--- config.mk ---
export PLATFORM = sky130hd
export DESIGN_NAME = wcs1_top
export DESIGN_NICKNAME = d
export VERILOG_FILES = /design/src/verilog/wcs1_pkg.sv /design/src/verilog/wcs1_top.sv
export SDC_FILE = /design/constraint.sdc
export NUM_CORES = 1
export LEC_CHECK = 0
export ABC_AREA = 0
export BUFFER_PORTS_ARGS = -buffer_cell sky130_fd_sc_hd__buf_4
export CAP_MARGIN = 10
export CORE_ASPECT_RATIO = 1.1
export CORE_UTILIZATION = 47
export CTS_CLUSTER_DIAMETER = 200
export CTS_CLUSTER_SIZE = 25
export DETAILED_ROUTE_END_ITERATION = 8
export GPL_ROUTABILITY_DRIVEN = 0
export GPL_TIMING_DRIVEN = 0
export PLACE_DENSITY = 0.87
export SETUP_SLACK_MARGIN = 0.15
export SYNTH_ARGS = -nofsm -noshare
export SYNTH_HDL_FRONTEND = slang
export SYNTH_SLANG_ARGS = --single-unit
--- constraint.sdc ---
create_clock -name core_clk -period 1.6 [get_ports core_clk]
set_input_delay 0.32 -clock core_clk [delete_from_list [all_inputs] [get_ports core_clk]]
set_output_delay 0.32 -clock core_clk [all_outputs]
set_load 0.02 [all_outputs]
--- src/verilog/wcs1_pkg.sv ---
`default_nettype none
package wcs1_pkg;
	// ----------------------------------------------------------------
	// register offsets
	// ----------------------------------------------------------------
	localparam logic [11:0] WCS1_OFF_WCS = 12'h140;
	localparam logic [11:0] WCS1_OFF_CTRL = 12'h148;
	localparam logic [11:0] WCS1_OFF_ISTS = 12'h14C;
	localparam logic [11:0] WCS1_OFF_IMASK = 12'h150;
	// ----------------------------------------------------------------
	// wake control and status bit positions
	// ----------------------------------------------------------------
	localparam int WCS1_B_RFE_EN = 14;
	localparam int WCS1_B_TX_FLAG = 13;
	localparam int WCS1_B_TX_EN = 12;
	localparam int WCS1_B_RX_FLAG = 11;
	localparam int WCS1_B_RX_EN = 10;
	localparam int WCS1_B_RFE_FLAG = 9;
	localparam int WCS1_B_STORE = 8;
	localparam int WCS1_B_OWN_FLAG = 7;
	localparam int WCS1_B_WUF_FLAG = 6;
	// ----------------------------------------------------------------
	// control register and interrupt bit positions
	// ----------------------------------------------------------------
	localparam int WCS1_B_RES_CLR_EN = 0;
	localparam int WCS1_B_RES_CLR_STS = 1;
	localparam int WCS1_I_TX = 0;
	localparam int WCS1_I_RX = 1;
	localparam int WCS1_I_RFE = 2;
	localparam int WCS1_I_OWN = 3;
	localparam int WCS1_I_WUF = 4;
	localparam int WCS1_NUM_INT = 5;
	// ----------------------------------------------------------------
	// types
	// ----------------------------------------------------------------
	typedef enum logic [1:0] {
		WCS1_SUSP_RUN = 2'b00,
		WCS1_SUSP_ASLEEP = 2'b01,
		WCS1_SUSP_WOKEN = 2'b10
	} wcs1_susp_t;
	typedef struct packed {
		logic [11:0] addr;
		logic [31:0] wdata;
		logic wr;
		logic rd;
	} wcs1_bus_t;
	typedef struct packed {
		logic tx_lpi_exit;
		logic tx_exit_by_delay;
		logic rx_lpi_wake;
		logic frame_done;
		logic frame_ok;
		logic filter_pass;
		logic own_addr;
		logic wake_frame;
	} wcs1_evt_t;
	typedef struct packed {
		logic filter_engine_wake_enable;
		logic tx_lowpower_wake_flag;
		logic tx_lowpower_wake_enable;
		logic rx_lowpower_wake_flag;
		logic rx_lowpower_wake_enable;
		logic filter_engine_wake_frame_flag;
		logic store_wake_frame;
		logic own_address_frame_flag;
		logic wake_frame_flag;
		logic resume_clears_enables;
		logic resume_clears_status;
		logic [WCS1_NUM_INT-1:0] int_sts;
		logic [WCS1_NUM_INT-1:0] int_mask;
		logic [31:0] rd_data;
		wcs1_susp_t susp;
		logic wake;
		logic store_v;
		logic store_k;
	} wcs1_state_t;
	localparam wcs1_state_t WCS1_ST_RST = '0;
endpackage
`default_nettype wire

--- src/verilog/wcs1_top.sv ---
// How it works
// software keeps all wake enables clear in normal operation
// filter engine enable raises wakeup on clean filter-passing frame
// resume completion clears enables 14, 12, 10 when control set
// tx flag sets when tx leaves idle on request delay expiry
// tx flag never sets while tx wake enable is clear
// both low-power flags held zero while energy efficient disabled
// resume completion clears flags 13, 11, 9, 7, 6 when control set
// tx wake enable raises wakeup on any tx low-power idle exit
// rx flag sets on rx wake signaling, only when enabled
// rx wake enable raises wakeup on partner wake signaling
// filter frame flag sets on clean frame passing filter engine
// store bit set keeps waking frame and later good frames
// store bit clear drops waking frame, keeps later good frames
// non-frame wake keeps all later qualifying frames
// store bit matters only in deep buffering suspend
// own address flag sets on valid frame matching own address
// wake frame flag sets on valid remote wakeup frame
// write one clears flags, zero keeps; all reset zero
`default_nettype none
module wcs1_top
(
	// clock and reset
	input wire logic core_clk,
	input wire logic reset_n,
	// register port
	input wire wcs1_pkg::wcs1_bus_t bus_req,
	output logic [31:0] rd_data,
	// mac state
	input wire logic energy_efficient_enable,
	input wire logic deep_buffering_suspend,
	input wire logic resume_done,
	// wake events
	input wire wcs1_pkg::wcs1_evt_t evt,
	// wake and frame results
	output logic remote_wakeup,
	output logic frame_store_valid,
	output logic frame_store_keep,
	// interrupt
	output logic irq
);
	import wcs1_pkg::*;

	// ----------------------------------------------------------------
	// state
	// ----------------------------------------------------------------
	wcs1_state_t st_reg;
	wcs1_state_t st_next;
	logic wr_wcs;
	logic wr_ctrl;
	logic wr_mask;
	logic rd_ists;
	logic qual;
	logic valid_frame;
	logic tx_set;
	logic rx_set;
	logic rfe_set;
	logic own_set;
	logic wuf_set;
	logic frame_wake;
	logic lpi_wake;
	logic clr_en;
	logic clr_sts;
	logic [WCS1_NUM_INT-1:0] int_set;
	logic [31:0] wcs_word;
	logic tx_flag_next;
	logic rx_flag_next;
	logic rfe_flag_next;
	logic own_flag_next;
	logic wuf_flag_next;

	// ----------------------------------------------------------------
	// decode and events
	// ----------------------------------------------------------------
	always_comb
	begin
		wr_wcs = bus_req.wr && (bus_req.addr == WCS1_OFF_WCS);
		wr_ctrl = bus_req.wr && (bus_req.addr == WCS1_OFF_CTRL);
		wr_mask = bus_req.wr && (bus_req.addr == WCS1_OFF_IMASK);
		rd_ists = bus_req.rd && (bus_req.addr == WCS1_OFF_ISTS);
		valid_frame = evt.frame_done && evt.frame_ok;
		qual = valid_frame && evt.filter_pass;
		tx_set = evt.tx_lpi_exit && evt.tx_exit_by_delay
			&& st_reg.tx_lowpower_wake_enable
			&& energy_efficient_enable;
		rx_set = evt.rx_lpi_wake && st_reg.rx_lowpower_wake_enable
			&& energy_efficient_enable;
		rfe_set = qual;
		own_set = valid_frame && evt.own_addr;
		wuf_set = valid_frame && evt.wake_frame;
		frame_wake = qual && st_reg.filter_engine_wake_enable;
		lpi_wake = (evt.tx_lpi_exit && st_reg.tx_lowpower_wake_enable)
			|| (evt.rx_lpi_wake
			&& st_reg.rx_lowpower_wake_enable);
		clr_en = resume_done && st_reg.resume_clears_enables;
		clr_sts = resume_done && st_reg.resume_clears_status;
		int_set = '0;
		int_set[WCS1_I_TX] = tx_set;
		int_set[WCS1_I_RX] = rx_set;
		int_set[WCS1_I_RFE] = rfe_set;
		int_set[WCS1_I_OWN] = own_set;
		int_set[WCS1_I_WUF] = wuf_set;
	end

	// ----------------------------------------------------------------
	// sticky flags
	// ----------------------------------------------------------------
	wcs1_sticky #(.WIDTH(1)) u_tx_flag
	(
		.cur(st_reg.tx_lowpower_wake_flag),
		.w1c(wr_wcs && bus_req.wdata[WCS1_B_TX_FLAG]),
		.clr(clr_sts),
		.set(tx_set),
		.hold_low(!energy_efficient_enable),
		.nxt(tx_flag_next)
	);
	wcs1_sticky #(.WIDTH(1)) u_rx_flag
	(
		.cur(st_reg.rx_lowpower_wake_flag),
		.w1c(wr_wcs && bus_req.wdata[WCS1_B_RX_FLAG]),
		.clr(clr_sts),
		.set(rx_set),
		.hold_low(!energy_efficient_enable),
		.nxt(rx_flag_next)
	);
	wcs1_sticky #(.WIDTH(1)) u_rfe_flag
	(
		.cur(st_reg.filter_engine_wake_frame_flag),
		.w1c(wr_wcs && bus_req.wdata[WCS1_B_RFE_FLAG]),
		.clr(clr_sts),
		.set(rfe_set),
		.hold_low(1'b0),
		.nxt(rfe_flag_next)
	);
	wcs1_sticky #(.WIDTH(1)) u_own_flag
	(
		.cur(st_reg.own_address_frame_flag),
		.w1c(wr_wcs && bus_req.wdata[WCS1_B_OWN_FLAG]),
		.clr(clr_sts),
		.set(own_set),
		.hold_low(1'b0),
		.nxt(own_flag_next)
	);
	wcs1_sticky #(.WIDTH(1)) u_wuf_flag
	(
		.cur(st_reg.wake_frame_flag),
		.w1c(wr_wcs && bus_req.wdata[WCS1_B_WUF_FLAG]),
		.clr(clr_sts),
		.set(wuf_set),
		.hold_low(1'b0),
		.nxt(wuf_flag_next)
	);

	// ----------------------------------------------------------------
	// register image
	// ----------------------------------------------------------------
	always_comb
	begin
		wcs_word = 32'h0000_0000;
		wcs_word[WCS1_B_RFE_EN] = st_reg.filter_engine_wake_enable;
		wcs_word[WCS1_B_TX_FLAG] = st_reg.tx_lowpower_wake_flag;
		wcs_word[WCS1_B_TX_EN] = st_reg.tx_lowpower_wake_enable;
		wcs_word[WCS1_B_RX_FLAG] = st_reg.rx_lowpower_wake_flag;
		wcs_word[WCS1_B_RX_EN] = st_reg.rx_lowpower_wake_enable;
		wcs_word[WCS1_B_RFE_FLAG] = st_reg.filter_engine_wake_frame_flag;
		wcs_word[WCS1_B_STORE] = st_reg.store_wake_frame;
		wcs_word[WCS1_B_OWN_FLAG] = st_reg.own_address_frame_flag;
		wcs_word[WCS1_B_WUF_FLAG] = st_reg.wake_frame_flag;
	end

	// ----------------------------------------------------------------
	// next state
	// ----------------------------------------------------------------
	always_comb
	begin
		st_next = st_reg;
		st_next.rd_data = 32'h0000_0000;
		st_next.wake = frame_wake || lpi_wake;
		st_next.store_v = evt.frame_done;
		st_next.store_k = 1'b0;

		// enables and store option
		if (wr_wcs)
		begin
			st_next.filter_engine_wake_enable =
				bus_req.wdata[WCS1_B_RFE_EN];
			st_next.tx_lowpower_wake_enable = bus_req.wdata[WCS1_B_TX_EN];
			st_next.rx_lowpower_wake_enable = bus_req.wdata[WCS1_B_RX_EN];
			st_next.store_wake_frame = bus_req.wdata[WCS1_B_STORE];
		end
		if (clr_en)
		begin
			st_next.filter_engine_wake_enable = 1'b0;
			st_next.tx_lowpower_wake_enable = 1'b0;
			st_next.rx_lowpower_wake_enable = 1'b0;
		end

		// sticky flags from their cells
		st_next.tx_lowpower_wake_flag = tx_flag_next;
		st_next.rx_lowpower_wake_flag = rx_flag_next;
		st_next.filter_engine_wake_frame_flag = rfe_flag_next;
		st_next.own_address_frame_flag = own_flag_next;
		st_next.wake_frame_flag = wuf_flag_next;

		// resume control
		if (wr_ctrl)
		begin
			st_next.resume_clears_enables =
				bus_req.wdata[WCS1_B_RES_CLR_EN];
			st_next.resume_clears_status =
				bus_req.wdata[WCS1_B_RES_CLR_STS];
		end

		// interrupt status and mask
		if (wr_mask)
		begin
			st_next.int_mask = bus_req.wdata[WCS1_NUM_INT-1:0];
		end
		if (rd_ists)
		begin
			st_next.int_sts = int_set;
		end
		else
		begin
			st_next.int_sts = st_reg.int_sts | int_set;
		end

		// read data, one cycle after the strobe
		if (bus_req.rd)
		begin
			case (bus_req.addr)
				WCS1_OFF_WCS:
				begin
					st_next.rd_data = wcs_word;
				end
				WCS1_OFF_CTRL:
				begin
					st_next.rd_data[WCS1_B_RES_CLR_EN] =
						st_reg.resume_clears_enables;
					st_next.rd_data[WCS1_B_RES_CLR_STS] =
						st_reg.resume_clears_status;
				end
				WCS1_OFF_ISTS:
				begin
					st_next.rd_data[WCS1_NUM_INT-1:0] = st_reg.int_sts;
				end
				WCS1_OFF_IMASK:
				begin
					st_next.rd_data[WCS1_NUM_INT-1:0] = st_reg.int_mask;
				end
				default:
				begin
					st_next.rd_data = 32'h0000_0000;
				end
			endcase
		end

		// suspend tracking and frame storing
		case (st_reg.susp)
			WCS1_SUSP_RUN:
			begin
				st_next.store_k = qual;
				if (deep_buffering_suspend)
				begin
					st_next.susp = WCS1_SUSP_ASLEEP;
				end
			end
			WCS1_SUSP_ASLEEP:
			begin
				if (!deep_buffering_suspend)
				begin
					st_next.store_k = qual;
					st_next.susp = WCS1_SUSP_RUN;
				end
				else if (frame_wake)
				begin
					st_next.store_k = st_reg.store_wake_frame;
					st_next.susp = WCS1_SUSP_WOKEN;
				end
				else if (lpi_wake)
				begin
					st_next.susp = WCS1_SUSP_WOKEN;
				end
			end
			WCS1_SUSP_WOKEN:
			begin
				st_next.store_k = qual;
				if (!deep_buffering_suspend)
				begin
					st_next.susp = WCS1_SUSP_RUN;
				end
			end
			default:
			begin
				st_next.susp = WCS1_SUSP_RUN;
			end
		endcase
	end

	// ----------------------------------------------------------------
	// registers
	// ----------------------------------------------------------------
	always_ff @(posedge core_clk or negedge reset_n)
	begin
		if (!reset_n)
		begin
			st_reg <= WCS1_ST_RST;
		end
		else
		begin
			st_reg <= st_next;
		end
	end

	// ----------------------------------------------------------------
	// outputs
	// ----------------------------------------------------------------
	assign rd_data = st_reg.rd_data;
	assign remote_wakeup = st_reg.wake;
	assign frame_store_valid = st_reg.store_v;
	assign frame_store_keep = st_reg.store_k;
	assign irq = |(st_reg.int_sts & st_reg.int_mask);
endmodule // wcs1_top

// ----------------------------------------------------------------
// sticky flag cell
// ----------------------------------------------------------------
module wcs1_sticky
#(
	parameter int WIDTH = 1
)
(
	// present value
	input wire logic [WIDTH-1:0] cur,
	// clears
	input wire logic [WIDTH-1:0] w1c,
	input wire logic clr,
	// events and forced low
	input wire logic [WIDTH-1:0] set,
	input wire logic [WIDTH-1:0] hold_low,
	// next value
	output logic [WIDTH-1:0] nxt
);
	import wcs1_pkg::*;

	// set beats both clears, forced low beats all
	always_comb
	begin
		nxt = cur & ~w1c;
		if (clr)
		begin
			nxt = '0;
		end
		nxt = nxt | set;
		nxt = nxt & ~hold_low;
	end
endmodule // wcs1_sticky
`default_nettype wire
==> results.txt, run 1 <==
* Result of the run: complete, but fails checks
- Violations in the final reports: setup timing
- Worst supply voltage drop on vdd: 0.5622 mV
* Hold violation total from the final report: 0
- Leading area contributor after synthesis: sky130_fd_sc_hd__dfrtp_1
- 1st-pass router iterations: 4
- On the critical path the largest part of the delay comes from simple AND/OR/NAND/NOR gates.
* Fraction of final layout cells with drive strength greater than 1: 53.55%
* Class of the worst hold path: in2reg
- Detailed Route WL: 4.599 mm
- The number of global-route vias before repair came to 1,549.
- I/O pin count: 95
- Setup Slack @ Placement: -0.5090 ns
- Area of the die: 4695 sq um
- The clock arrives with 0.01212 ns of skew.
- Measured along the y axis, the die boundary spans 71.77 microns.
- The number of buffers and inverters on the critical path is 4.
- Slowest-stage cell, CP: sky130_fd_sc_hd__or4b_4
* Horizontal die dimension: 65.42 microns
- The H-tree generated during clock tree synthesis spans 2 levels.
* Global-route usage over all layers: 19.67%
- For this design the total switching power over the nets is 0.4731 mW.
* Post-layout min period: 1.756 ns
- Worst slack on hold paths: 0.1714 ns
* DRC violation total after the first TritonRoute iteration: 54
- In the routed layout, each cell is associated on average with a via count of 4.774.
* Reg2Reg Depth: 4
- STA puts the critical path data required time at 1.82 ns.
- In this run the most critical hold path is launched from evt[4].
- Critical path data arrival time: 1.97 ns
* Power after layout: 1.919 mW
* Critical Setup Path Class: in2reg
* Least-Margin Pin Slew: 0.7171 ns
- At the later pin of the worst-skew pair, clock insertion delay measures 0.30 ns.
- Buffers inserted during clock tree synthesis total 5.
- The worst pin sits at a relative slew slack of 52.09%.
- Cells after DPL: 314
- Maximum fanout encountered on the critical timing path: 6
- Lkg Pwr: 1.567 nW
* Reg-to-reg critical path endpoint: rd_data[0]$_DFF_PN0_
- Core area: 4285 sq um
- Sum of negative setup slack: -2.830 ns
* Most instantiated cells after synthesis: 40 x sky130_fd_sc_hd__dfrtp_1, 32 x sky130_fd_sc_hd__buf_4, 15 x sky130_fd_sc_hd__inv_1, 13 x sky130_fd_sc_hd__nand2_1, 10 x sky130_fd_sc_hd__mux2_2
- At the end of the flow, the number of nets in the layout was 341.
- Cell Area, Synth: 2079 sq um
* Total vias in the final route: 1,604
- Compared with the post-synthesis result, the final layout area differs by 48.50%.
* Critical Path Start Type: primary input
* Maximum count of clock buffers along a single path: 2
- The netlist uses 42 different library cells.
- Max reg flops: 23
* Post-Layout Cell Count: 336
- Number of pins with negative max-slew slack in the final report: 0
- Share of the yosys chip area belonging to registers: 48.13%
- In this run the critical register-to-register path is launched from st_reg[42]$_DFF_PN0_.
- Number of violations of the max-capacitance limit: 0
- Number of flops mapped to enable cells by yosys: 0
* Fmax: 569.6 MHz
- Period utilisation layout: 109.7%
- The first global-routing pass estimated 6.865 mm of wire.
- Capturing element type of the critical path: flop
* Antenna violations before repair: 0
* Cell repeated most along the worst path: sky130_fd_sc_hd__buf_6
- RSZ-0062 raised after global routing: yes
- Residual DRC count: 0
- In the synthesized netlist the dominant register cell turns out to be sky130_fd_sc_hd__dfrtp_1.
- For this run, the number of Yosys warnings is 0.
- Hold Crit Depth: 1
* Flop pwr share: 53.3%
- Input and output buffers added on the ports amount to 58.
- Top-count cell post-synth: sky130_fd_sc_hd__dfrtp_1
- Mean instance size in the synthesized netlist: 11.24 sq um
* Cell-by-cell listing of the critical path: buf_6, or4b_4, buf_6, or4_4, buf_6, clkbuf_16, o2bb2ai_2
- Setup violations remaining at the end of the flow were counted as 30.
* Internal Power: 1.446 mW
- Leading post-synthesis cells by cell area: sky130_fd_sc_hd__dfrtp_1 48%, sky130_fd_sc_hd__buf_4 12%, sky130_fd_sc_hd__mux2_2 5.4%, sky130_fd_sc_hd__nor4_4 3.1%, sky130_fd_sc_hd__inv_1 2.7%
- Dividing total power by cell area gives a power density of 621.5 nW/um^2.
* FFs w/ async S/R, synth: 100.0%
- Summing all non-filler instances in the final layout gives an area of 3088 sq um.
- Setup slack on the worst flop-to-flop path: 0.31 ns
- Min-Delay Endpoint: frame_store_valid$_DFF_PN0_
- The tree is rooted in a sky130_fd_sc_hd__clkbuf_8.
* Ant. Diodes: 0
- After clock tree synthesis, the clock-pin slew on the worst setup and hold paths is 0.07 ns.
- After detailed placement, the total cell area comes to 2654 sq um.
* Final antenna-violating net count: 0
* Number of inserted filler cells in the final layout: 306
- Post-detailed-placement half-perimeter wirelength: 3.084 mm
* Number of synthesized register bits: 40
- The initial utilization of the core area, before any placement, comes to 48.53%.
* Largest net degree at the start of global routing: 41
* Worst path setup slack after routing: -0.1555 ns
- Standard-cell rows: 25
- Top-area cell type share of the netlist area: 48.13%
- After global routing the overflow that remains totals 0.
* Switching part of the total power: 24.65%
* Largest incremental delay on the critical path: 0.52 ns
- Synthesis produced a netlist whose cell count is 185.
- Combinational share of power: 14.0%
- Clock tree sinks: 40
- WL per Instance: 13.69 microns
- Final core area utilization: 72.06%
- TritonCTS built the clock tree.
- The clock network is responsible for 32.8% of the overall power.
per-layer routing:
layer | routed length (microns) | track usage [%] | share of wire (%)
met1 | 1777 | 22.58 | 39
met3 | 285 | 4.936 | 6.2
met5 | 0 | 0 | 0
met2 | 2474 | 34.59 | 54
met4 | 61 | 7.971 | 1.3
power groups by stage:
stage / Clock [mW] / Sequential, mW / Combinational [mW]
after floorplan: 0 / 1.04 / 0.118
after global placement: 0 / 1.04 / 0.236
after detailed placement: 0 / 1.04 / 0.240
after CTS: 0.636 / 1.02 / 0.251
after global routing: 0.693 / 1.02 / 0.289
final: 0.629 / 1.02 / 0.268
timing repair:
action                                 CTS  global route
endpoints found under the hold margin    2             0
cloned                                   0             1
resized for setup                       17            19
setup buffers                            9             4
setup endpoints to repair               35            35
hold buffers                             1             0
pin swaps                                2             6
area by class of cell:
cell class | count | area (sq um) | share of cell area, %
flip-flops and latches | 40 | 1001 | 32.41
plain buffers | 37 | 294.0 | 9.522
clock buffers | 6 | 72.57 | 2.350
clock inverters | 1 | 5.005 | 0.1621
well taps | 54 | 67.56 | 2.188
repair buffers | 73 | 626.9 | 20.30
multi-input cells | 110 | 964.7 | 31.24
inverters | 15 | 56.30 | 1.823
how the worst max path moves through the flow:
stage	startpoint	endpoint	slack, ns	depth (start not counted)
after detailed placement	bus_req[45]	st_reg[51]$_DFFE_PN0N_	-0.51	5
after global routing	bus_req[35]	rd_data[4]$_DFF_PN0_	-0.18	7
after CTS	bus_req[35]	rd_data[8]$_DFF_PN0_	-0.15	7
after global placement	bus_req[35]	rd_data[8]$_DFF_PN0_	-0.50	7
final	bus_req[35]	rd_data[4]$_DFF_PN0_	-0.16	7
after floorplan	bus_req[35]	rd_data[11]$_DFF_PN0_	-0.33	6
kinds of logic (layout without fill, tap and decap cells):
kind of cell,Yosys count,after routing,synth area share [%]
and+or+nand+nor,52,52,18.05
AOI/OAI and AO/OA,27,27,9.928
other,1,18,0.1803
muxes,13,13,6.859
buffers and inverters,52,132,16.85
DFF,40,40,48.13
cells in the final DEF (no fill, tap or decap), types with 4 or more instances in the layout:
cell and count:
sky130_fd_sc_hd__a21oi_1 4, sky130_fd_sc_hd__nand2_1 13, sky130_fd_sc_hd__o21ai_2 4, sky130_fd_sc_hd__a22oi_1 4
sky130_fd_sc_hd__inv_1 15, sky130_fd_sc_hd__mux2_4 8, sky130_fd_sc_hd__nor3_2 4, sky130_fd_sc_hd__clkbuf_8 5
sky130_fd_sc_hd__nor3_1 4, sky130_fd_sc_hd__buf_6 9, sky130_fd_sc_hd__conb_1 18, sky130_fd_sc_hd__buf_4 94
sky130_fd_sc_hd__nand3_1 4, sky130_fd_sc_hd__nor4_4 4, sky130_fd_sc_hd__dfrtp_1 40
(Power assumes the default switching activity.)
==> run 2: changes to the inputs <==
--- a/config.mk
+++ b/config.mk
@@ -8,7 +8,6 @@
 export ABC_AREA = 0
 export BUFFER_PORTS_ARGS = -buffer_cell sky130_fd_sc_hd__buf_4
 export CAP_MARGIN = 10
-export CORE_ASPECT_RATIO = 1.1
 export CORE_UTILIZATION = 47
 export CTS_CLUSTER_DIAMETER = 200
 export CTS_CLUSTER_SIZE = 25
@@ -17,6 +16,7 @@
 export GPL_TIMING_DRIVEN = 0
 export PLACE_DENSITY = 0.87
 export SETUP_SLACK_MARGIN = 0.15
+export SKIP_LAST_GASP = 1
 export SYNTH_ARGS = -nofsm -noshare
 export SYNTH_HDL_FRONTEND = slang
 export SYNTH_SLANG_ARGS = --single-unit
==> results.txt, run 2 (same netlist as run 1, synthesis figures left out) <==
- Fmax: 560.8 MHz (-1.6%)
* Area of the die: 4694 sq um (about the same)
* Critical Setup Path Class: in2reg
* Number of inserted filler cells in the final layout: 284 (-7.2%)
- The count of endpoints failing setup in the final report came to 26 (-13%).
* Core area: 4115 sq um (-4.0%)
- Lkg Pwr: 1.577 nW (+0.64%)
- The total negative slack for setup checks was -2.600 ns (+0.2296 ns).
- The internal reg-to-reg setup slack came to 0.34 ns (+0.03 ns).
* Top library cells by usage in the layout, fill and taps aside: 94 x sky130_fd_sc_hd__buf_4, 40 x sky130_fd_sc_hd__dfrtp_1, 18 x sky130_fd_sc_hd__conb_1
- 1st-pass router iterations: 6 (+2)
- The highest net fanout along the worst path was 6 (unchanged).
* Relative area change from synthesis to final layout: 45.19%
- Clock transition at path regs: 0.07 ns (about the same)
- The first-pass GRT wire length is 7.307 mm (+6.4%).
* H-tree levels: 2 (unchanged)
* Antenna violations before repair: 0 (unchanged)
- Combinational share of power: 13.3% (-0.7 points)
* Fraction of final layout cells with drive strength greater than 1: 52.65% (-0.90 points)
- Post-layout min period: 1.783 ns (+0.02773 ns)
- The number of flip-flops under the largest register name came to 23 (unchanged).
- Violations in the final reports: hold timing, setup timing
* Hold violation total from the final report: 40 (+40)
* Worst slack on hold paths: -0.01645 ns (-0.1879 ns)
- Commonest non-fill, non-tap cell in the layout: sky130_fd_sc_hd__buf_4
* Horizontal die dimension: 68.52 microns (+4.7%)
- Largest net degree at the start of global routing: 41 (unchanged)
* Cells after DPL: 310 (-1.3%)
* Post-detailed-placement half-perimeter wirelength: 3.231 mm (+4.8%)
- Ant. Diodes: 0 (unchanged)
- Standard-cell rows: 23 (-8.0%)
* Worst path setup slack after routing: -0.1832 ns (-0.02773 ns)
- Worst supply voltage drop on vdd: 0.4615 mV (-18%)
- The initial core utilization was 50.53% (+2.0 points).
- Setup repair after global routing could not meet its margin everywhere.
- Total of buffers placed on input and output ports: 58 (unchanged)
- Number of violations of the max-capacitance limit: 0 (unchanged)
* Residual DRC count: 0 (unchanged)
- Worst-Skew Late Latency: 0.29 ns (about the same)
* WL per Instance: 14.38 microns (+5.1%)
- Final antenna-violating net count: 0 (unchanged)
* Max transition margin: 44.65% (-7.4 points)
* Post-Layout Cell Count: 333 (-0.89%)
* DRC violation total after the first TritonRoute iteration: 73 (+35%)
* Power spent charging and discharging nets: 0.4658 mW (-1.5%)
- I/O pin count: 95 (unchanged)
- The internal power consumption is 1.498 mW (+3.6%).
* Detailed Route WL: 4.790 mm (+4.2%)
- The cell sitting at the root of the clock tree is a sky130_fd_sc_hd__clkbuf_8.
- Total vias in the final route: 1,650 (+2.9%)
* Maximum count of clock buffers along a single path: 2 (unchanged)
- The tightest min-delay check is of the in2async type.
* Period utilisation layout: 111.5% (+1.7 points)
* Max Clock Skew: 0.006094 ns (-0.006028 ns)
- The floorplan die height came to 68.52 microns (-4.5%).
* Switching part of the total power: 23.72% (-0.92 points)
- The transition time of the tightest slew-check pin came to 0.8303 ns (+0.1132 ns).
- The number of sinks on the clock net came to 40 (unchanged).
- The post-layout utilization of the core was 73.37% (+1.3 points).
- Hold bufs inserted after CTS: 0 (-1)
- TritonCTS built the clock tree.
- Result of the run: complete, but fails checks
- The count of final max-slew check failures is 0 (unchanged).
- Global-route usage over all layers: 21.92% (+2.2 points)
- The total congestion overflow was 0 (unchanged).
- Data required, critical path: 1.81 ns (about the same)
- Number of global-route vias before repair: 1,594 (+2.9%)
- Final #Nets: 341 (unchanged)
- The share of total power in sequential cells is 52.1% (-1.2 points).
* Clk network pwr share: 34.7% (+1.9 points)
- Via/cell ratio: 4.955 (+3.8%)
- Capturing element type of the critical path: flop
* Number of CTS-inserted buffers: 5 (unchanged)
- Critical Path Start Type: primary input
- Critical path data arrival time: 1.99 ns (+0.02 ns)
- The power per cell area was 650.3 nW/um^2 (+4.6%).
-- run 2: per-layer routing --
layer | GRT usage (%) | vias to the layer above | share of wire [%]
met5 | 0 | - | 0
met4 | 8.854 | 0 | 2.1
met3 | 5.428 | 12 | 6.8
met2 | 38.97 | 75 | 52
met1 | 24.95 | 780 | 39
li1 | - | 783 | -
-- run 2: area by class of cell --
class | count | area (sq um) | area share [%]
tap | 50 | 62.56 | 2.072
clock buffer | 8 | 90.09 | 2.984
timing repair buffer | 73 | 606.8 | 20.10
inverter | 15 | 56.30 | 1.865
multi-input combinational | 110 | 904.6 | 29.96
buffer | 37 | 297.8 | 9.863
sequential | 40 | 1001 | 33.15
-- run 2: metrics by stage --
stage | instance area [sq um] | setup slack (ns) | total power [mW] | hold slack (ns)
final | 3019 | -0.1832 | 1.963 | -0.01645
after global routing | 3019 | -0.2217 | 2.039 | 0.01116
after CTS | 2918 | -0.1692 | 1.958 | 0.004559
after detailed placement | 2649 | -0.5079 | 1.282 | 0.3138
after global placement | 2649 | -0.4923 | 1.277 | 0.3096
after floorplan | 2151 | -0.3337 | 1.162 | 0.02441
-- run 2: power groups by stage --
stage | Combinational [mW] | Sequential [mW] | Clock, mW
floorplan | 0.118 | 1.04 | 0
global placement | 0.237 | 1.04 | 0
detailed placement | 0.241 | 1.04 | 0
CTS | 0.251 | 1.02 | 0.685
global route | 0.282 | 1.02 | 0.735
finish | 0.261 | 1.02 | 0.681
-- run 2: worst max-delay path, cell delays in order --
cell and delay, ns:
sky130_fd_sc_hd__buf_6 0.09, sky130_fd_sc_hd__or4b_4 0.53, sky130_fd_sc_hd__buf_8 0.14, sky130_fd_sc_hd__or4_4 0.47
sky130_fd_sc_hd__buf_6 0.16, sky130_fd_sc_hd__buf_12 0.14, sky130_fd_sc_hd__nor3_2 0.14
-- run 2: timing repair --
action / 4_1_cts / 5_1_grt
endpoints found under the setup margin: 35 / 35
gates resized for setup: 21 / 13
buffers inserted: 12 / 2
pin swaps: 4 / 5
endpoints found under the hold margin: 0 / 0
gates cloned: 0 / 1
-- run 2: final timing paths --
check / startpoint / to / cells past startpoint
max reg2reg: st_reg[53]$_DFFE_PN0P_ / st_reg[4]$_DFFE_PN0P_ / 3
min: reset_n / frame_store_valid$_DFF_PN0_ / 1
min in group core_clk: evt[4] / frame_store_valid$_DFF_PN0_ / 1
max in group asynchronous: reset_n / st_reg[37]$_DFFE_PN0P_ / 1
min reg2reg: st_reg[3]$_DFFE_PN0P_ / st_reg[3]$_DFFE_PN0P_ / 1
max: bus_req[35] / rd_data[12]$_DFF_PN0_ / 7
